$ cat src/core/sas_cfg.svh
`ifndef SAS_CFG_SVH
`define SAS_CFG_SVH

// ===========================================================
// Register byte offsets (low address byte)
`define SAS_OFF_CTRL      8'h00
`define SAS_OFF_SEQ       8'h04
`define SAS_OFF_TIME      8'h08
`define SAS_OFF_INSEL     8'h0C
`define SAS_OFF_SCAN      8'h10
`define SAS_OFF_BUF       8'h40
`define SAS_OFF_BUF_END   8'h7C

// ===========================================================
// Control register fields
`define SAS_CTRL_ON       15
`define SAS_CTRL_FORM     8
`define SAS_CTRL_TRIG     5
`define SAS_CTRL_IFLAG    4
`define SAS_CTRL_SIMUL    3
`define SAS_CTRL_AUTO     2
`define SAS_CTRL_SAMPLE_START_BIT     1
`define SAS_CTRL_DONE     0

// ===========================================================
// Sequence register fields
`define SAS_SEQ_SCAN      10
`define SAS_SEQ_CHCNT     8
`define SAS_SEQ_HALF      7
`define SAS_SEQ_SPI       2
`define SAS_SEQ_SPLIT     1
`define SAS_SEQ_ALT       0

// ===========================================================
// Timing and input select fields
`define SAS_TIME_AUTO_SAMPLE_CLOCKS     8
`define SAS_TIME_DIV      0
`define SAS_INSEL_A       0
`define SAS_INSEL_B       8

// ===========================================================
// Reset values
`define SAS_RST_CTRL      16'h0000
`define SAS_RST_SEQ       16'h0000
`define SAS_RST_TIME      16'h0000
`define SAS_RST_INSEL     16'h0000
`define SAS_RST_SCAN      16'h0000
`define SAS_RST_RESULT    10'h000

// ===========================================================
// Trigger source codes and timing counts
`define SAS_TRIG_SW       3'h0
`define SAS_TRIG_EXT      3'h1
`define SAS_TRIG_TIMER    3'h2
`define SAS_TRIG_AUTO     3'h7
`define SAS_CONV_TAD      5'h0C

`endif

$ cat src/core/sas_pkg.sv
package sas_pkg;
    typedef enum logic [1:0] {
        SEQ_IDLE,
        SEQ_SAMPLE,
        SEQ_CONVERT
    } sas_state_e;

    typedef enum logic [1:0] {
        FORM_UINT,
        FORM_SINT,
        FORM_UFRAC,
        FORM_SFRAC
    } sas_form_e;

    typedef logic [9:0]  sas_result_t;
    typedef logic [15:0] sas_word_t;
endpackage

$ cat src/core/sas_result_buf.sv
`timescale 1ns/1ps
`include "sas_cfg.svh"

module sas_result_buf (
    input  wire logic                 clk_i,
    input  wire logic                 rstn_i,
    input  wire logic                 wr_en_i,
    input  wire logic [3:0]           wr_addr_i,
    input  wire sas_pkg::sas_result_t wr_data_i,
    input  wire logic [3:0]           rd_addr_i,
    input  wire logic [1:0]           form_i,
    output sas_pkg::sas_word_t        rd_data_o
);

    sas_pkg::sas_result_t mem_q [16];

    // ===========================================================
    // Formatting of a 10-bit result into a 16-bit word
    function automatic sas_pkg::sas_word_t fmt(
        input sas_pkg::sas_result_t d,
        input logic [1:0]           f
    );
        case (sas_pkg::sas_form_e'(f))
            sas_pkg::FORM_UINT:  fmt = {6'h00, d};
            sas_pkg::FORM_SINT:  fmt = {{7{~d[9]}}, d[8:0]};
            sas_pkg::FORM_UFRAC: fmt = {d, 6'h00};
            sas_pkg::FORM_SFRAC: fmt = {~d[9], d[8:0], 6'h00};
            default:             fmt = {6'h00, d};
        endcase
    endfunction

    // ===========================================================
    // Write port belongs to the sequencer only; software reads
    always_ff @(posedge clk_i) begin
        if (!rstn_i) begin
            for (int i = 0; i < 16; i++) begin
                mem_q[i] <= `SAS_RST_RESULT;
            end
        end else if (wr_en_i) begin
            mem_q[wr_addr_i] <= wr_data_i;
        end
    end

    always_comb begin
        rd_data_o = fmt(mem_q[rd_addr_i], form_i);
    end

endmodule

$ cat src/core/sas_top.sv
// Functional notes
// - Ten-bit results; sixteen inputs muxed to four sample-holds, one ADC.
// - Sixteen-word result buffer, software may read it but never write it.
// - Entries hold 10 bits, read as 16-bit words in selectable format.
// - Setting the sample start bit begins acquisition on selected channels.
// - A trigger ends acquisition and starts conversion.
// - Each result is buffered; flags set after programmed sequence count.
// - Sequential mode acquires and converts channels one after another.
// - Simultaneous mode acquires channels together, converts them in turn.
// - Channel count selects channel 0, channels 0-1, or channels 0-3.
// - Sequence field at bits 5:2 sets 1 to 16 sequences per interrupt.
// - Split mode uses two 8-word halves, swapping after each interrupt.
// - Split with sequence field 0111 fills one half, then the other.
// - Alternate bit clear samples only multiplexer set A.
// - Alternate bit set alternates set A and set B per sequence.
// - Scan enable at bit 10 steps channel 0 through selected inputs.
// - Scan ascends, restarts after interrupt; surplus inputs skipped.
// - Sequencing keeps running while the rest of the device sleeps.
// - Trigger source 000 converts when software clears the sample bit.
// - Source 111 converts after the programmed sample clocks, at least one.
// - Each conversion takes twelve converter clock periods.
`timescale 1ns/1ps
`include "sas_cfg.svh"

module sas_top (
    input  wire logic        CLOCK_I,
    input  wire logic        RSTN_I,
    input  wire logic        HSEL_I,
    input  wire logic [31:0] HADDR_I,
    input  wire logic [1:0]  HTRANS_I,
    input  wire logic        HWRITE_I,
    input  wire logic [2:0]  HSIZE_I,
    input  wire logic [31:0] HWDATA_I,
    input  wire logic        HREADY_I,
    input  wire logic [9:0]  ADC_RESULT_I,
    input  wire logic        EXT_TRIG_I,
    input  wire logic        TIMER_TRIG_I,
    output logic      [31:0] HRDATA_O,
    output logic             HREADYOUT_O,
    output logic             HRESP_O,
    output logic      [3:0]  SH_SAMPLE_O,
    output logic      [3:0]  MUX_CH0_SEL_O,
    output logic             MUX_SET_B_O,
    output logic             CONV_ACTIVE_O,
    output logic      [1:0]  CONV_CH_O,
    output logic             IRQ_FLAG_O,
    output logic             DONE_O
);

    // ===========================================================
    // Pin synchronisers
    logic [9:0] res_s1_q, res_s2_q;
    logic       ext_s1_q, ext_s2_q, ext_s3_q;

    always_ff @(posedge CLOCK_I) begin
        if (!RSTN_I) begin
            res_s1_q <= 10'h000;
            res_s2_q <= 10'h000;
            ext_s1_q <= 1'b0;
            ext_s2_q <= 1'b0;
            ext_s3_q <= 1'b0;
        end else begin
            res_s1_q <= ADC_RESULT_I;
            res_s2_q <= res_s1_q;
            ext_s1_q <= EXT_TRIG_I;
            ext_s2_q <= ext_s1_q;
            ext_s3_q <= ext_s2_q;
        end
    end

    // ===========================================================
    // AHB-Lite slave: writes are zero wait, reads take one wait state
    logic        wr_pend_q, wr_pend_d, rd_pend_q, rd_pend_d;
    logic [7:0]  addr_q, addr_d;
    logic        hready_q, hready_d;
    logic [31:0] hrdata_q, hrdata_d;
    logic        take;
    logic        bus_wr;
    logic [15:0] wdata;
    sas_pkg::sas_word_t buf_word;

    assign take   = HSEL_I && HTRANS_I[1] && HREADY_I && HSIZE_I == 3'h2;
    assign bus_wr = wr_pend_q;
    assign wdata  = HWDATA_I[15:0];

    // ===========================================================
    // Control state
    logic [15:0] ctrl_q, ctrl_d, seq_q, seq_d, time_q, time_d;
    logic [15:0] insel_q, insel_d, scan_q, scan_d;
    sas_pkg::sas_state_e st_q, st_d;
    logic [5:0]  tad_q, tad_d;
    logic [4:0]  ph_q, ph_d;
    logic [1:0]  ch_q, ch_d;
    logic [3:0]  seqn_q, seqn_d, wptr_q, wptr_d, spos_q, spos_d;
    logic        half_q, half_d, altb_q, altb_d;
    logic [3:0]  sh_q, sh_d, ch0sel_q, ch0sel_d;
    logic        conv_q, conv_d;
    logic        we;
    logic        tad_tick, trig, last_ch;
    logic [2:0]  nch;
    logic [4:0]  auto_sample_clocks, scan_hit;

    function automatic logic [15:0] rd_reg(input logic [7:0] a,
                                           input logic [15:0] c,
                                           input logic [15:0] s,
                                           input logic [15:0] t,
                                           input logic [15:0] i,
                                           input logic [15:0] n);
        case (a)
            `SAS_OFF_CTRL:  rd_reg = c;
            `SAS_OFF_SEQ:   rd_reg = s;
            `SAS_OFF_TIME:  rd_reg = t;
            `SAS_OFF_INSEL: rd_reg = i;
            `SAS_OFF_SCAN:  rd_reg = n;
            default:        rd_reg = 16'h0000;
        endcase
    endfunction

    // First selected input at or above pos, wrapping; bit 4 flags a hit
    function automatic logic [4:0] next_scan(input logic [15:0] sel,
                                             input logic [3:0]  pos);
        logic [4:0] hit;
        hit = 5'h00;
        for (int k = 15; k >= 0; k--) begin
            if (sel[k]) begin
                hit = {1'b1, 4'(k)};
            end
        end
        for (int k = 15; k >= 0; k--) begin
            if (sel[k] && 4'(k) >= pos) begin
                hit = {1'b1, 4'(k)};
            end
        end
        next_scan = hit;
    endfunction

    always_comb begin
        wr_pend_d = take && HWRITE_I;
        rd_pend_d = take && !HWRITE_I;
        addr_d    = take ? HADDR_I[7:0] : addr_q;
        hready_d  = !(take && !HWRITE_I);
        hrdata_d  = hrdata_q;
        if (rd_pend_q) begin
            if (addr_q >= `SAS_OFF_BUF && addr_q <= `SAS_OFF_BUF_END
                && addr_q[1:0] == 2'h0) begin
                hrdata_d = {16'h0000, buf_word};
            end else begin
                hrdata_d = {16'h0000,
                            rd_reg(addr_q, ctrl_q, seq_q, time_q,
                                   insel_q, scan_q)};
            end
        end
    end

    always_ff @(posedge CLOCK_I) begin
        if (!RSTN_I) begin
            wr_pend_q <= 1'b0;
            rd_pend_q <= 1'b0;
            addr_q    <= 8'h00;
            hready_q  <= 1'b1;
            hrdata_q  <= 32'h0000_0000;
        end else begin
            wr_pend_q <= wr_pend_d;
            rd_pend_q <= rd_pend_d;
            addr_q    <= addr_d;
            hready_q  <= hready_d;
            hrdata_q  <= hrdata_d;
        end
    end

    // ===========================================================
    // Result buffer
    sas_result_buf u_buf (
        .clk_i     (CLOCK_I),
        .rstn_i    (RSTN_I),
        .wr_en_i   (we),
        .wr_addr_i (wptr_q),
        .wr_data_i (res_s2_q),
        .rd_addr_i (addr_q[5:2]),
        .form_i    (ctrl_q[`SAS_CTRL_FORM +: 2]),
        .rd_data_o (buf_word)
    );

    // ===========================================================
    // Registers and sequencer. No sleep input: it keeps running
    // whatever the core does.
    always_comb begin
        ctrl_d   = ctrl_q;
        seq_d    = seq_q;
        time_d   = time_q;
        insel_d  = insel_q;
        scan_d   = scan_q;
        st_d     = st_q;
        tad_d    = tad_q;
        ph_d     = ph_q;
        ch_d     = ch_q;
        seqn_d   = seqn_q;
        wptr_d   = wptr_q;
        spos_d   = spos_q;
        half_d   = half_q;
        altb_d   = altb_q;
        sh_d     = sh_q;
        ch0sel_d = ch0sel_q;
        conv_d   = conv_q;
        we       = 1'b0;
        trig     = 1'b0;
        // Half status bit is read-only; fields are stored as written
        if (bus_wr) begin
            case (addr_q)
                `SAS_OFF_CTRL:  ctrl_d  = wdata;
                `SAS_OFF_SEQ:   seq_d   = {wdata[15:8], seq_q[7],
                                           wdata[6:0]};
                `SAS_OFF_TIME:  time_d  = wdata;
                `SAS_OFF_INSEL: insel_d = wdata;
                `SAS_OFF_SCAN:  scan_d  = wdata;
                default:        ;
            endcase
        end
        case (seq_q[`SAS_SEQ_CHCNT +: 2])
            2'h0:    nch = 3'h1;
            2'h1:    nch = 3'h2;
            default: nch = 3'h4;
        endcase
        last_ch  = 3'({1'b0, ch_q}) + 3'h1 >= nch;
        auto_sample_clocks     = time_q[`SAS_TIME_AUTO_SAMPLE_CLOCKS +: 5];
        scan_hit = next_scan(scan_q, spos_q);
        tad_tick = tad_q == time_q[`SAS_TIME_DIV +: 6];
        tad_d    = (st_q == sas_pkg::SEQ_IDLE || tad_tick)
                   ? 6'h00 : tad_q + 6'h01;
        case (st_q)
            sas_pkg::SEQ_IDLE: begin
                if (ctrl_d[`SAS_CTRL_ON] && ctrl_d[`SAS_CTRL_SAMPLE_START_BIT]) begin
                    st_d = sas_pkg::SEQ_SAMPLE;
                    ch_d = 2'h0;
                    ph_d = 5'h00;
                    sh_d = ctrl_d[`SAS_CTRL_SIMUL]
                           ? 4'((5'h01 << nch) - 5'h01) : 4'h1;
                    if (seq_q[`SAS_SEQ_SCAN] && scan_hit[4]) begin
                        ch0sel_d = scan_hit[3:0];
                    end else if (seq_q[`SAS_SEQ_ALT] && altb_q) begin
                        ch0sel_d = insel_q[`SAS_INSEL_B +: 4];
                    end else begin
                        ch0sel_d = insel_q[`SAS_INSEL_A +: 4];
                    end
                end
            end
            sas_pkg::SEQ_SAMPLE: begin
                if (tad_tick && ph_q != 5'h1F) begin
                    ph_d = ph_q + 5'h01;
                end
                case (ctrl_q[`SAS_CTRL_TRIG +: 3])
                    `SAS_TRIG_SW:    trig = !ctrl_d[`SAS_CTRL_SAMPLE_START_BIT];
                    `SAS_TRIG_EXT:   trig = ext_s2_q && !ext_s3_q;
                    `SAS_TRIG_TIMER: trig = TIMER_TRIG_I;
                    `SAS_TRIG_AUTO:  trig = tad_tick &&
                        (ph_q + 5'h01 >= auto_sample_clocks);
                    default:         trig = 1'b0;
                endcase
                if (trig) begin
                    st_d   = sas_pkg::SEQ_CONVERT;
                    ctrl_d[`SAS_CTRL_SAMPLE_START_BIT] = 1'b0;
                    sh_d   = 4'h0;
                    ph_d   = 5'h00;
                    conv_d = 1'b1;
                end
            end
            sas_pkg::SEQ_CONVERT: begin
                if (tad_tick) begin
                    ph_d = ph_q + 5'h01;
                end
                if (tad_tick && ph_q == `SAS_CONV_TAD - 5'h01) begin
                    we     = 1'b1;
                    wptr_d = wptr_q + 4'h1;
                    ph_d   = 5'h00;
                    if (!last_ch) begin
                        ch_d = ch_q + 2'h1;
                        if (!ctrl_q[`SAS_CTRL_SIMUL]) begin
                            // Next channel gets its own sample clock
                            st_d   = sas_pkg::SEQ_SAMPLE;
                            conv_d = 1'b0;
                            sh_d   = 4'(5'h01 << (ch_q + 2'h1));
                            ctrl_d[`SAS_CTRL_SAMPLE_START_BIT] = 1'b1;
                        end
                    end else begin
                        ch_d   = 2'h0;
                        conv_d = 1'b0;
                        altb_d = seq_q[`SAS_SEQ_ALT] && !altb_q;
                        if (seq_q[`SAS_SEQ_SCAN] && scan_hit[4]) begin
                            spos_d = scan_hit[3:0] + 4'h1;
                        end
                        seqn_d = seqn_q + 4'h1;
                        if (seqn_q == seq_q[`SAS_SEQ_SPI +: 4]) begin
                            // Flag sets win over a same-cycle clear
                            ctrl_d[`SAS_CTRL_IFLAG] = 1'b1;
                            ctrl_d[`SAS_CTRL_DONE]  = 1'b1;
                            seqn_d = 4'h0;
                            spos_d = 4'h0;
                            if (seq_q[`SAS_SEQ_SPLIT]) begin
                                half_d = !half_q;
                                wptr_d = {!half_q, 3'h0};
                            end else begin
                                wptr_d = 4'h0;
                            end
                        end
                        if (ctrl_q[`SAS_CTRL_AUTO]) begin
                            ctrl_d[`SAS_CTRL_SAMPLE_START_BIT] = 1'b1;
                        end
                        st_d = sas_pkg::SEQ_IDLE;
                    end
                end
            end
            default: st_d = sas_pkg::SEQ_IDLE;
        endcase
        seq_d[`SAS_SEQ_HALF] = half_d;
        // Turning the converter off aborts and keeps the last results
        if (!ctrl_d[`SAS_CTRL_ON]) begin
            st_d   = sas_pkg::SEQ_IDLE;
            ch_d   = 2'h0;
            ph_d   = 5'h00;
            seqn_d = 4'h0;
            spos_d = 4'h0;
            half_d = 1'b0;
            altb_d = 1'b0;
            wptr_d = 4'h0;
            sh_d   = 4'h0;
            conv_d = 1'b0;
            seq_d[`SAS_SEQ_HALF] = 1'b0;
        end
    end

    always_ff @(posedge CLOCK_I) begin
        if (!RSTN_I) begin
            ctrl_q   <= `SAS_RST_CTRL;
            seq_q    <= `SAS_RST_SEQ;
            time_q   <= `SAS_RST_TIME;
            insel_q  <= `SAS_RST_INSEL;
            scan_q   <= `SAS_RST_SCAN;
            st_q     <= sas_pkg::SEQ_IDLE;
            tad_q    <= 6'h00;
            ph_q     <= 5'h00;
            ch_q     <= 2'h0;
            seqn_q   <= 4'h0;
            wptr_q   <= 4'h0;
            spos_q   <= 4'h0;
            half_q   <= 1'b0;
            altb_q   <= 1'b0;
            sh_q     <= 4'h0;
            ch0sel_q <= 4'h0;
            conv_q   <= 1'b0;
        end else begin
            ctrl_q   <= ctrl_d;
            seq_q    <= seq_d;
            time_q   <= time_d;
            insel_q  <= insel_d;
            scan_q   <= scan_d;
            st_q     <= st_d;
            tad_q    <= tad_d;
            ph_q     <= ph_d;
            ch_q     <= ch_d;
            seqn_q   <= seqn_d;
            wptr_q   <= wptr_d;
            spos_q   <= spos_d;
            half_q   <= half_d;
            altb_q   <= altb_d;
            sh_q     <= sh_d;
            ch0sel_q <= ch0sel_d;
            conv_q   <= conv_d;
        end
    end

    // ===========================================================
    // Outputs straight from flip-flops, except HRESP_O tied low
    assign HRDATA_O      = hrdata_q;
    assign HREADYOUT_O   = hready_q;
    assign HRESP_O       = 1'b0;
    assign SH_SAMPLE_O   = sh_q;
    assign MUX_CH0_SEL_O = ch0sel_q;
    assign MUX_SET_B_O   = altb_q;
    assign CONV_ACTIVE_O = conv_q;
    assign CONV_CH_O     = ch_q;
    assign IRQ_FLAG_O    = ctrl_q[`SAS_CTRL_IFLAG];
    assign DONE_O        = ctrl_q[`SAS_CTRL_DONE];

endmodule

$ cat config.mk
export PLATFORM = sky130hd
export DESIGN_NAME = sas_top
export DESIGN_NICKNAME = d
export VERILOG_FILES = /design/src/core/sas_pkg.sv /design/src/core/sas_result_buf.sv /design/src/core/sas_top.sv
export VERILOG_INCLUDE_DIRS = /design/src /design/src/core
export SDC_FILE = /design/constraint.sdc
export NUM_CORES = 1
export LEC_CHECK = 0
export BUFFER_PORTS_ARGS = -buffer_cell sky130_fd_sc_hd__buf_4
export CAP_MARGIN = 20
export CORE_MARGIN = 10
export CORE_UTILIZATION = 30
export CTS_CLUSTER_DIAMETER = 60
export DETAILED_ROUTE_END_ITERATION = 10
export HOLD_SLACK_MARGIN = 0.1
export PLACE_DENSITY_LB_ADDON = 0.15
export SLEW_MARGIN = 40
export SYNTH_ARGS = -nofsm -noshare
export SYNTH_HDL_FRONTEND = slang
export SYNTH_HIERARCHICAL = 1
export SYNTH_SLANG_ARGS = --single-unit
$ cat constraint.sdc
create_clock -name CLOCK_I -period 3.2 [get_ports CLOCK_I]
set_input_delay 0.96 -clock CLOCK_I [delete_from_list [all_inputs] [get_ports CLOCK_I]]
set_output_delay 0.96 -clock CLOCK_I [all_outputs]
set_load 0.05 [all_outputs]
Word level (Yosys, flattened, before mapping)
Memory sizes are Yosys's and may differ from the RTL's. A register that Yosys moved wholly into a read port is not among the register bits.
Index checks and enable logic that the tools add are counted.
- add/subtract/negate cells: 8
- magnitude comparators: 20
- equal/unequal tests: 26
- shift-type cells: 2
- mux-type cells: 100
- bitwise logic cells: 2
- reduce and logical (&&, ||, !) cells: 66
- operators by type and width (cell ; number):
    $mux W5 ; 37
    $pmux W16 S5 ; 1
    $mux W4 ; 17
    $pmux W16 S4 ; 1
    $mux W16 ; 3
    $ge A4 B4 Y1 const A ; 8
    $logic_and A1 B1 Y1 ; 31
    $mux W1 ; 23
    $mux W2 ; 9
    $eq A8 B4 Y1 const B ; 2
    $ge A3 B4 Y1 const A ; 4
    $reduce_and A2 Y1 ; 8
    $reduce_and A4 Y1 ; 4
    $pmux W5 S3 ; 1
    $add A4 B1 Y4 const B ; 3
    $pmux W4 S3 ; 1
    $mux W10 ; 1
    $reduce_or A10 Y1 ; 1
    $eq A8 B3 Y1 const B ; 1
    $eq A8 B5 Y1 const B ; 1
    $ge A1 B4 Y1 const A ; 2
    $ge A2 B4 Y1 const A ; 2
    $ge A8 B7 Y1 const B ; 1
    $le A8 B7 Y1 const B ; 1
    39 further kinds ; 61
- register bits: 183
- RAM bits: 160
- input bits: 86
- word-level logic and storage cells: 253
- memories: 1
- memory list (memory ; depth ; width ; read ports ; clocked after Yosys merged registers in ; wr ports ; RTL line ; text):
    u_buf.mem_q ; 16 ; 10 ; 1 ; 1 ; 16 ; sas_result_buf.sv:15 ; sas_pkg::sas_result_t mem_q [16];

Longest topological paths before layout
Gate-level depths: netlist of the first run.
- depth after elaboration: 35
- depth in mapped cells: 12
- depth with buffers taken out: 11

Hierarchy
Netlist of the first run, hierarchy kept.
- by module, submodules not included (module ; times used ; cells an instance ; area an instance (µm²) ; sequential area each (µm²)):
    sas_top ; 1 ; 983 ; 8036.5 ; 3343.2
    sas_result_buf ; 1 ; 487 ; 7543.5 ; 4804.6

Worst setup path after synthesis of the first run
Ideal clock, no wire load.
- kind: flip-flop to flip-flop
- start: reg ph_q[0]
- end: mem u_buf/mem_q[1][0] (netlist bit), enable pin
- library setup time: 0.391 ns
- arrival time: 2.641 ns
- data required time: 2.809 ns
- slack: 0.168 ns
- cell stages (with the launch flop): 10
- buffers on the path: 2
- clock period less this slack: 3.032 ns
- cell sequence: dfxtp_1 -> ha_1 -> nand2_1 -> nor3_1 -> and3_1 -> clkbuf_1 -> nand2_1 -> or3_1 -> clkbuf_1 -> o21ai_0
- RTL lines (what ; RTL line ; text):
    from (decl) ; sas_top.sv:92 ; logic [4:0] ph_q, ph_d;
    from (signal assigned) ; sas_top.sv:358 ; ph_q <= ph_d;
    to (decl) ; sas_result_buf.sv:15 ;

Worst setup path in the final report of the first run
- start: reg ph_q[0]
- end: reg sh_q[3], in the netlist SH_SAMPLE_O[3]
- cells in the longest elaborated chain, start to end: 7
- ends and longest elaborated chain (what ; RTL line ; text):
    $add A5 B1 Y5 ; sas_top.sv:256 ; (ph_q + 5'h01 >= auto_sample_clocks);
    $ge A5 B5 Y1 ; sas_top.sv:256 ;
    $logic_and A1 B1 Y1 ; sas_top.sv:255 ; `SAS_TRIG_AUTO: trig = tad_tick &&
    $pmux W1 S4 ; sas_top.sv:251 ; case (ctrl_q[`SAS_CTRL_TRIG +: 3])
    $mux W1 ; sas_top.sv:230 ; case (st_q)
    $ne A2 B1 Y1 (no source line) ; - ;
    $reduce_and A6 Y1 (no source line) * ; - ;
    to (signal assigned) ; sas_top.sv:347 ; sh_q <= 4'h0;
    to (signal assigned) ; sas_top.sv:365 ; sh_q <= sh_d;
    to (decl) ; sas_top.sv:96 ; logic [3:0] sh_q, sh_d, ch0sel_q, ch0sel_d;
Mark *: on every way between the ends. The rest lies on a longest branch, timed or not. The select of a mux whose other input is x is not followed.
A chain may end at the register's enable or synchronous reset.

==> results of run 1 <==
-- through the flow --
step / power [uW] / cells / cell area (sq um) / hold WS [ps] / worst slack, ps
2_1_floorplan: 4830 / 1486 / 15600 / 412 / 168
3_3_place_gp: 5020 / 2211 / 17200 / 415 / 258
3_5_place_dp: 5020 / 2211 / 17200 / 418 / 244
4_1_cts: 9470 / 2283 / 18500 / 414 / 221
5_1_grt: 9670 / 2283 / 18500 / 446 / 45.7
6_report: 9330 / 2284 / 18500 / 429 / 247
-- cells by family after synthesis --
logic type,Yosys count
DFF,327
xor gates and xnor gates,25
AOI/OAI and AO/OA,248
adders and majority gates,26
other,1
buffers and inverters,137
muxes,110
and+or+nand+nor,596
-- registers in the layout (all words and copies together), names as in the netlist, 2 cells and up --
signal	flops
st_q	2
u_buf/mem_q	160
SH_SAMPLE_O	4
wptr_q	4
MUX_CH0_SEL_O	4
CONV_CH_O	2
seqn_q	4
ctrl_q	16
addr_q	8
time_q	16
res_s2_q	10
HRDATA_O	16
scan_q	16
insel_q	16
seq_q	15
res_s1_q	10
tad_q	6
spos_q	4
ph_q	5
-- layout make-up --
| cell class | instances | area [sq um] | share of cell area (%) |
|---|---|---|---|
| Antenna cell | 1 | 2.50 | 0.0135 |
| Clock buffer | 56 | 1150 | 6.24 |
| Clock inverter | 16 | 124 | 0.670 |
| Inverter | 28 | 105 | 0.568 |
| Multi-Input combinational cell | 1022 | 6880 | 37.2 |
| Sequential cell | 327 | 8150 | 44.1 |
| Tap cell | 680 | 851 | 4.60 |
| Timing Repair Buffer | 154 | 1230 | 6.66 |
-- cells in the final DEF (no fill, tap or decap), types with 45 or more instances in the layout --
| master | n |
|---|---|
| mux2i_1 | 45 |
| o21ai_0 | 50 |
| mux4_2 | 45 |
| dfxtp_1 | 164 |
| nand2_1 | 186 |
| a21oi_1 | 99 |
| edfxtp_1 | 160 |
| and2_1 | 192 |
| buf_4 | 148 |
| nor2_1 | 90 |
-- power groups by stage --
| stage | combinational [uW] | clock (uW) | sequential, uW |
|---|---|---|---|
| detailed placement | 368 | 0 | 4650 |
| floorplan | 217 | 0 | 4610 |
| global route | 387 | 4710 | 4570 |
| CTS | 369 | 4530 | 4560 |
| finish | 364 | 4400 | 4560 |
| global placement | 367 | 0 | 4650 |
-- per-layer routing --
metal,share of wire [%],routed length [um],up-vias
met2,49,23300,220
met3,4.1,1970,54
met5,0,0,-
met4,2.5,1200,0
met1,44,21000,5428
li1,-,-,5390
-- worst paths after layout --
kind,to
setup reg to reg,SH_SAMPLE_O[3]
hold reg to reg,res_s2_q[0]
setup / recovery,SH_SAMPLE_O[3]
hold / removal,res_s2_q[0]
==> reports/metrics.yaml, run 1 <==
critical_path:
  path_common_cell: "ha_1"
  max_stage_delay_ps: 410
  r2r_slack_ps: 250
  cp_max_fo: 5
  cp-startpoint: "ph_q[0]"
  r2r_start: "ph_q[0]"
  crit_arrival_ps: 3450
  crit_chain: "ha_1 -> and3_1 -> ha_1 -> ha_1 -> a21oi_1 -> a211o_1 -> a32o_1 -> a2111o_1 -> or2_1 -> a21oi_2"
  path_buf_inv: 0
  worstRegToRegCells: 10
  crit_family: "compound AO/OA/AOI/OAI gates"
  path_depth: 10
  cp.required_ps: 3700
  worstSetupPathType: "reg2reg"
  crit_path_end_kind: "flip-flop"
  start_kind: "flip-flop"
  cp_slowest_cell: "a2111o_1"
sta:
  max_freq_ghz: 0.339
  period_minus_slack_ps: 2950
  fin_crit_sh_pct: 92.3
  fin_setup_tns_ps: 0
  finClkSkew_ps: 32.5
  max_slew_margin_pct: 47.6
  setup-violations-final: 0
  tightest_slew_ps: 785
  rsz0062_at_grt: "no"
  timing.final.hold_violations: 0
  drv_slew: 0
power:
  ir_drop_v: 0.000366
  p_clk_share_pct: 47.2
  p_per_area_nw_per_um2: 504
  seqPwrFrac_pct: 48.9
  comb_power_share_pct: 3.9
  switching_share_pct: 22.4
  p_switching_uw: 2090
  internal_power_uw: 7240
  leakagePower_uw: 0.00660
global_route:
  grt_max_degree: 90
  antenna_found_initial: 0
  grt_overflow_total: 0
  grt_pass1_wl_um: 70400
  grt.busiest_layer: "met2"
  grt_pass1_vias: 11010
  grt_use_met2_pct: 25.7
  grt_util_all_layers_pct: 15.3
  globalRouteMet3Util_pct: 2.55
  grtUsageMet1_pct: 19.5
synth:
  ys_top_cells_by_area: "edfxtp_1 31%, dfxtp_1 21%, and2_1 7.7%, mux4_2 6.5%, nand2_1 4.5%"
  synth_ff_type: "dfxtp_1"
  synthMuxAreaShare_pct: 10.8
  async_flop_share_pct: 0
  synth_xor_area_share_pct: 1.41
  avgSynthCellArea_sq_um: 10.6
  synth-seq-area-share_pct: 52.3
  synthTopCellsByCount: "192 x and2_1, 186 x nand2_1, 167 x dfxtp_1"
  yosys.cell_count.top_type: "and2_1"
  ys_types: 69
  synthAdderAreaFrac_pct: 2.09
  synth_compound_area_share_pct: 9.93
  synthCells: 1470
  synth_top_family_by_area: "simple AND/OR/NAND/NOR gates"
  yosys.area.top_type: "edfxtp_1"
  synth_enable_flop_cells: 160
  synthesis.area_sq_um: 15600
  netlist.area_leader.share_pct: 30.8
  yosys.area_share.simple_pct: 19.4
  synth-seq-cells: 327
  yosysWarnings: 6
run_status:
  status: "finished clean"
cts:
  root_buffer: "clkbuf_16"
  cts_tree: "done"
  cts_max_level: 2
  clock_latency_ps: 560
  path_clk_slew_ps: 60
  cts_buffers: 40
  clock_path_buffers: 3
  cts-resized-gates: 0
  cts_sinks: 327
  postCtsSetupRepairBufs: 0
  cts_hold_buf: 0
floorplan:
  io_pins: 134
  die_width_um: 248
  die_y_um: 248
  rows: 83
  design.die.area_sq_um: 61400
  core_area_sq_um: 51400
  initial_utilization_pct: 30.3
worst_hold_path:
  hold_class: "reg2reg"
  hp-start: "res_s1_q[0]"
  hold_depth: 1
layout:
  nFillCells: 5143
  drive_gt1_share_pct: 18.6
  area_growth_pct: 18.7
  nets: 1685
  final_core_util_pct: 36.0
place:
  gp_congestion: 0.788
  place_hpwl_um: 33700
  io_buffers: 75
drt:
  firstDrtPassIters: 5
  viasPerCell: 4.86
  drc_errors: 0
  ant_nets: 0
  routedWlPerCell_um: 20.8
  routed_wl_um: 47400
  vias: 11092
  drt_iter0_markers: 707
job:
  drv_cap: 0
Power figures use the tool's default switching activity.
==> inputs of run 2 (changes only) <==
--- a/config.mk
+++ b/config.mk
@@ -14,4 +14,5 @@
 export DETAILED_ROUTE_END_ITERATION = 10
 export HOLD_SLACK_MARGIN = 0.1
+export MAX_ROUTING_LAYER = met4
 export PLACE_DENSITY_LB_ADDON = 0.15
 export SLEW_MARGIN = 40
==> constraint.sdc (replaced) <==
create_clock -name CLOCK_I -period 3.2 [get_ports CLOCK_I]
set_input_delay 0.32 -clock CLOCK_I [delete_from_list [all_inputs] [get_ports CLOCK_I]]
set_output_delay 0.32 -clock CLOCK_I [all_outputs]
set_load 0.05 [all_outputs]
==> reports/metrics.yaml, run 2 (synthesized netlist as in run 1, its figures left out) <==
drt:
  firstDrtPassIters: 7  # +2
  drt_iter0_markers: 768  # +8.6%
  viasPerCell: 4.86  # +0.12%
  vias: 11329  # +2.1%
  routedWlPerCell_um: 20.4  # -1.6%
  drc_errors: 0  # unchanged
  routed_wl_um: 47600  # +0.40%
  ant_nets: 0  # unchanged
critical_path:
  worstSetupPathType: "reg2reg"
  cp.required_ps: 3640  # -60 ps
  crit_arrival_ps: 3440  # about the same
  worstRegToRegCells: 10  # unchanged
  cp_max_fo: 8  # +3
  start_kind: "flip-flop"
  path_common_cell: "ha_1"
  crit_path_end_kind: "flip-flop"
  crit_chain: "ha_1 -> and3_1 -> ha_1 -> ha_1 -> a21oi_1 -> a211o_1 -> and3_1 -> a211oi_2 -> nand2_1 -> o41ai_1"
  cp_slowest_cell: "a211oi_2"
  max_stage_delay_ps: 460  # +50 ps
layout:
  layout_common_cells: "192 x and2_1, 186 x nand2_1, 164 x dfxtp_1, 162 x buf_4, 160 x edfxtp_1"
  area_growth_pct: 21.5
  nets: 1733  # +2.8%
  drive_gt1_share_pct: 18.8  # +0.16 points
  largest_reg_flops: 160  # unchanged
  final_common_cell: "and2_1"
  top_register: "u_buf/mem_q"
  final_area_sq_um: 18900  # +2.3%
sta:
  fin_crit_sh_pct: 93.5  # +1.2 points
  max_slew_margin_pct: 51.8  # +4.2 points
  timing.final.hold_violations: 0  # unchanged
  setup-violations-final: 0  # unchanged
  fin_ws_ps: 207  # -40.0 ps
  tightest_slew_ps: 723  # -62.5 ps
  finClkSkew_ps: 25.8  # -6.67 ps
  rsz0062_at_grt: "no"
  max_freq_ghz: 0.334  # -1.3%
  fin_setup_tns_ps: 0  # unchanged
  period_minus_slack_ps: 2990  # +40.0 ps
  drv_slew: 0  # unchanged
global_route:
  grt_pass1_wl_um: 71700  # +1.9%
  antenna_found_initial: 0  # unchanged
  grt_pass1_vias: 11472  # +4.2%
  grt_max_degree: 44  # -51%
  grt_overflow_total: 0  # unchanged
  grt_util_all_layers_pct: 15.9  # +0.62 points
power:
  seqPwrFrac_pct: 48.5  # -0.4 points
  ir_drop_v: 0.000378  # +3.2%
  internal_power_uw: 7310  # +1.0%
  leakagePower_uw: 0.00680  # +3.1%
  p_total_uw: 9390  # +0.71%
  p_per_area_nw_per_um2: 496  # -1.5%
  p_clk_share_pct: 47.2  # about the same
  p_switching_uw: 2080  # -0.43%
  switching_share_pct: 22.2  # -0.25 points
  comb_power_share_pct: 4.3  # +0.4 points
cts:
  cts_max_level: 2  # unchanged
  clock_latency_ps: 550  # about the same
  postCtsSetupRepairBufs: 0  # unchanged
  cts_buffers: 40  # unchanged
  path_clk_slew_ps: 60  # about the same
  root_buffer: "clkbuf_16"
  clock_path_buffers: 3  # unchanged
  cts_sinks: 327  # unchanged
  cts_tree: "done"
floorplan:
  core_area_sq_um: 51400  # unchanged
  rows: 83  # unchanged
  die_width_um: 248  # unchanged
  initial_utilization_pct: 30.3  # unchanged
  design.die.area_sq_um: 61400  # unchanged
  die_y_um: 248  # unchanged
  io_pins: 134  # unchanged
place:
  place_hpwl_um: 34100  # +1.1%
  gp_congestion: 0.808  # +2.5%
  dpl_worst_slack_ps: 266  # +21.6 ps
  placed_area_sq_um: 17300  # +0.38%
  io_buffers: 75  # unchanged
worst_hold_path:
  hold_depth: 2  # +1
  hold_class: "in2reg"
run_status:
  status: "finished clean"
job:
  drv_cap: 0  # unchanged
-- run 2: worst paths after layout --
kind,startpoint,endpoint,slack [ps]
max,ph_q[0],ph_q[2],210
min,RSTN_I,res_s1_q[2],260
max reg2reg,ph_q[0],ph_q[2],210
min reg2reg,res_s1_q[8],res_s2_q[8],430
-- run 2: timing repair --
action,CTS,global route
gates resized for setup,0,0
endpoints found under the hold margin,90,0
hold buffers,36,0
-- run 2: routing by layer --
metal / GRT usage (%) / vias up / part of all wire (%)
met2: 26.1 / 232 / 49
met3: 2.11 / 68 / 4.0
li1: - / 5494 / -
met4: 5.27 / 0 / 2.7
met5: - / - / 0
met1: 19.9 / 5535 / 44
-- run 2: critical path: cells and delay by family, from the launching register on --
| kind | cells | cell delay [ps] |
|---|---|---|
| simple gates | 3 | 590 |
| flops | 1 | 350 |
| compound gates | 4 | 1080 |
| fa+ha+maj | 3 | 850 |
-- run 2: final cells by class --
cell class	instances	area (sq um)
antenna	2	5.00
clock buffer	53	1090
clock inverter	16	183
fill	5140	32500
inverter	28	105
multi-input combinational	1022	6880
sequential	327	8150
tap	680	851
timing repair buffer	202	1660
-- run 2: metrics by stage --
step	hold WS, ps	std cells	utilization (%)
2_1_floorplan	412	1486	-
3_3_place_gp	414	2223	33.6
3_5_place_dp	421	2223	33.6
4_1_cts	237	2328	36.8
5_1_grt	268	2328	36.8
6_report	256	2330	36.8
-- run 2: power by group through the flow --
stage	clock network, uW	logic (uW)	registers (uW)
2_1_floorplan	0	217	4610
3_3_place_gp	0	371	4650
3_5_place_dp	0	372	4650
4_1_cts	4560	410	4560
5_1_grt	4730	431	4570
6_report	4430	405	4560
==> inputs of run 3 (changes only) <==
==> constraint.sdc (replaced) <==
create_clock -name CLOCK_I -period 3.2 [get_ports CLOCK_I]
set_input_delay 0.64 -clock CLOCK_I [delete_from_list [all_inputs] [get_ports CLOCK_I]]
set_output_delay 0.64 -clock CLOCK_I [all_outputs]
set_load 0.05 [all_outputs]
==> reports/metrics.yaml, run 3 (synthesized netlist as in run 1, its figures left out) <==
sta:
  setup-violations-final: 0  # unchanged
  rsz0062_at_grt: "no"
  timing.final.hold_violations: 0  # unchanged
  fin_setup_tns_ps: 0  # unchanged
  tightest_slew_ps: 751  # +28.4 ps
  finClkSkew_ps: 30.0  # +4.18 ps
  fin_crit_sh_pct: 93.7  # +0.20 points
  max_freq_ghz: 0.333  # -0.21%
  period_minus_slack_ps: 3000  # +6.37 ps
  drv_slew: 0  # unchanged
  max_slew_margin_pct: 49.6  # -2.1 points
place:
  io_buffers: 75  # unchanged
  placed_area_sq_um: 17200  # -0.23%
  place_hpwl_um: 34100  # about the same
  gp_congestion: 0.806  # -0.22%
layout:
  top_register: "u_buf/mem_q"
  final_common_cell: "and2_1"
  nets: 1690  # -2.5%
  final_area_sq_um: 18600  # -1.5%
  layout_common_cells: "192 x and2_1, 186 x nand2_1, 164 x dfxtp_1, 160 x edfxtp_1, 154 x buf_4"
  drive_gt1_share_pct: 19.1  # +0.33 points
  area_growth_pct: 19.6
  antenna_cells: 0  # -2
  largest_reg_flops: 160  # unchanged
critical_path:
  cp_slowest_cell: "a211oi_2"
  worstSetupPathType: "reg2reg"
  cp.required_ps: 3660  # +20 ps
  cp_max_fo: 8  # unchanged
  crit_chain: "ha_1 -> and3_1 -> ha_1 -> ha_1 -> a21oi_1 -> a211o_1 -> and3_1 -> a211oi_2 -> nand2_1 -> o41ai_1"
  path_buf_inv: 0  # unchanged
  crit_path_end_kind: "flip-flop"
  max_stage_delay_ps: 450  # about the same
  crit_family: "compound AO/OA/AOI/OAI gates"
  path_common_cell: "ha_1"
  start_kind: "flip-flop"
  crit_arrival_ps: 3450  # about the same
floorplan:
  die_y_um: 248  # unchanged
  die_width_um: 248  # unchanged
  initial_utilization_pct: 30.3  # unchanged
  rows: 83  # unchanged
  io_pins: 134  # unchanged
  design.die.area_sq_um: 61400  # unchanged
  core_area_sq_um: 51400  # unchanged
power:
  comb_power_share_pct: 3.8  # -0.5 points
  switching_share_pct: 21.9  # -0.26 points
  p_per_area_nw_per_um2: 518  # +4.3%
  p_switching_uw: 2110  # +1.5%
  internal_power_uw: 7540  # +3.1%
  ir_drop_v: 0.000315  # -17%
  p_clk_share_pct: 49.0  # +1.8 points
  leakagePower_uw: 0.00668  # -1.8%
  seqPwrFrac_pct: 47.3  # -1.2 points
job:
  drv_cap: 0  # unchanged
drt:
  drt_iter0_markers: 820  # +6.8%
  firstDrtPassIters: 5  # -2
  vias: 11200  # -1.1%
  drc_errors: 0  # unchanged
  viasPerCell: 4.89  # +0.63%
  routedWlPerCell_um: 20.8  # +1.6%
  routed_wl_um: 47500  # -0.20%
  ant_nets: 0  # unchanged
global_route:
  grt_overflow_total: 0  # unchanged
  globalRouteMet3Util_pct: 2.37  # +0.26 points
  antenna_found_initial: 0  # unchanged
  grt_pass1_vias: 11144  # -2.9%
  grt.busiest_layer: "met2"
  grt_max_degree: 33  # -25%
  grt_use_met2_pct: 25.9  # -0.17 points
  grt_util_all_layers_pct: 15.9  # +0.036 points
  grt_pass1_wl_um: 71500  # -0.37%
  grtUsageMet1_pct: 20.1  # +0.13 points
cts:
  cts_tree: "done"
  cts_sinks: 327  # unchanged
  postCtsSetupRepairBufs: 0  # unchanged
  path_clk_slew_ps: 60  # about the same
  cts-resized-gates: 0  # unchanged
  cts_hold_buf: 0  # -100%
  clock_latency_ps: 560  # about the same
  root_buffer: "clkbuf_16"
  cts_max_level: 2  # unchanged
  clock_path_buffers: 3  # unchanged
  cts_buffers: 40  # unchanged
worst_hold_path:
  hold_class: "in2reg"
run_status:
  status: "finished clean"
run 3: cell count changes in the layout (fill, tap and decap cells not counted):
cell	before	now
buf_4	162	154
inv_4	1	0
inv_6	1	0
clkinv_1	1	7
buf_12	4	5
clkinv_4	2	1
dlygate4sd3_1	36	0
clkbuf_1	10	3
clkinv_2	5	7
diode_2	2	0
clkbuf_16	41	44
clkbuf_8	2	4
bufinv_16	3	4
run 3: metrics by stage:
stage	cells	utilization, %	worst slack, ps	hold WS, ps	total power, uW
after floorplan	1486	-	168	412	4830
after global placement	2216	33.5	257	419	5020
after detailed placement	2216	33.5	219	419	5020
after CTS	2289	36.2	222	265	9790
after global routing	2289	36.2	15.8	280	10000
final	2289	36.2	201	300	9650
run 3: area by class of cell:
type	instances	area, sq um
tap	680	851
clock inverter	22	221
fill	5095	32800
timing repair buffer	159	1260
inverter	28	105
clock buffer	51	1170
sequential	327	8150
multi-input combinational	1022	6880
run 3: layer usage:
layer / part of all wire, % / vias up
met5: 0 / -
met4: 2.5 / 0
met3: 4.6 / 61
met2: 49 / 246
met1: 44 / 5496
li1: - / 5397
run 3: worst reg2reg max path: cells and delay by family (launching register included):
| family | cells | cell delay [ps] |
|---|---|---|
| AOI/OAI and AO/OA | 4 | 1100 |
| adders and majority gates | 3 | 850 |
| DFF | 1 | 350 |
| and+or+nand+nor | 3 | 600 |
run 3: worst paths after layout:
| path | start | depth (start not counted) | slack, ps | endpoint |
|---|---|---|---|---|
| worst max-delay path | ph_q[0] | 10 | 200 | ph_q[2] |
| worst min-delay path | ADC_RESULT_I[4] | 2 | 300 | res_s1_q[4] |
| worst max register to register | ph_q[0] | 10 | 200 | ph_q[2] |
| worst min register to register | res_s1_q[9] | 1 | 430 | res_s2_q[9] |
run 3: power by group through the flow:
stage | Clock, uW | Combinational (uW) | Sequential (uW)
CTS | 4860 | 370 | 4560
detailed placement | 0 | 369 | 4650
global placement | 0 | 368 | 4650
floorplan | 0 | 217 | 4610
global route | 5040 | 389 | 4570
finish | 4720 | 365 | 4560
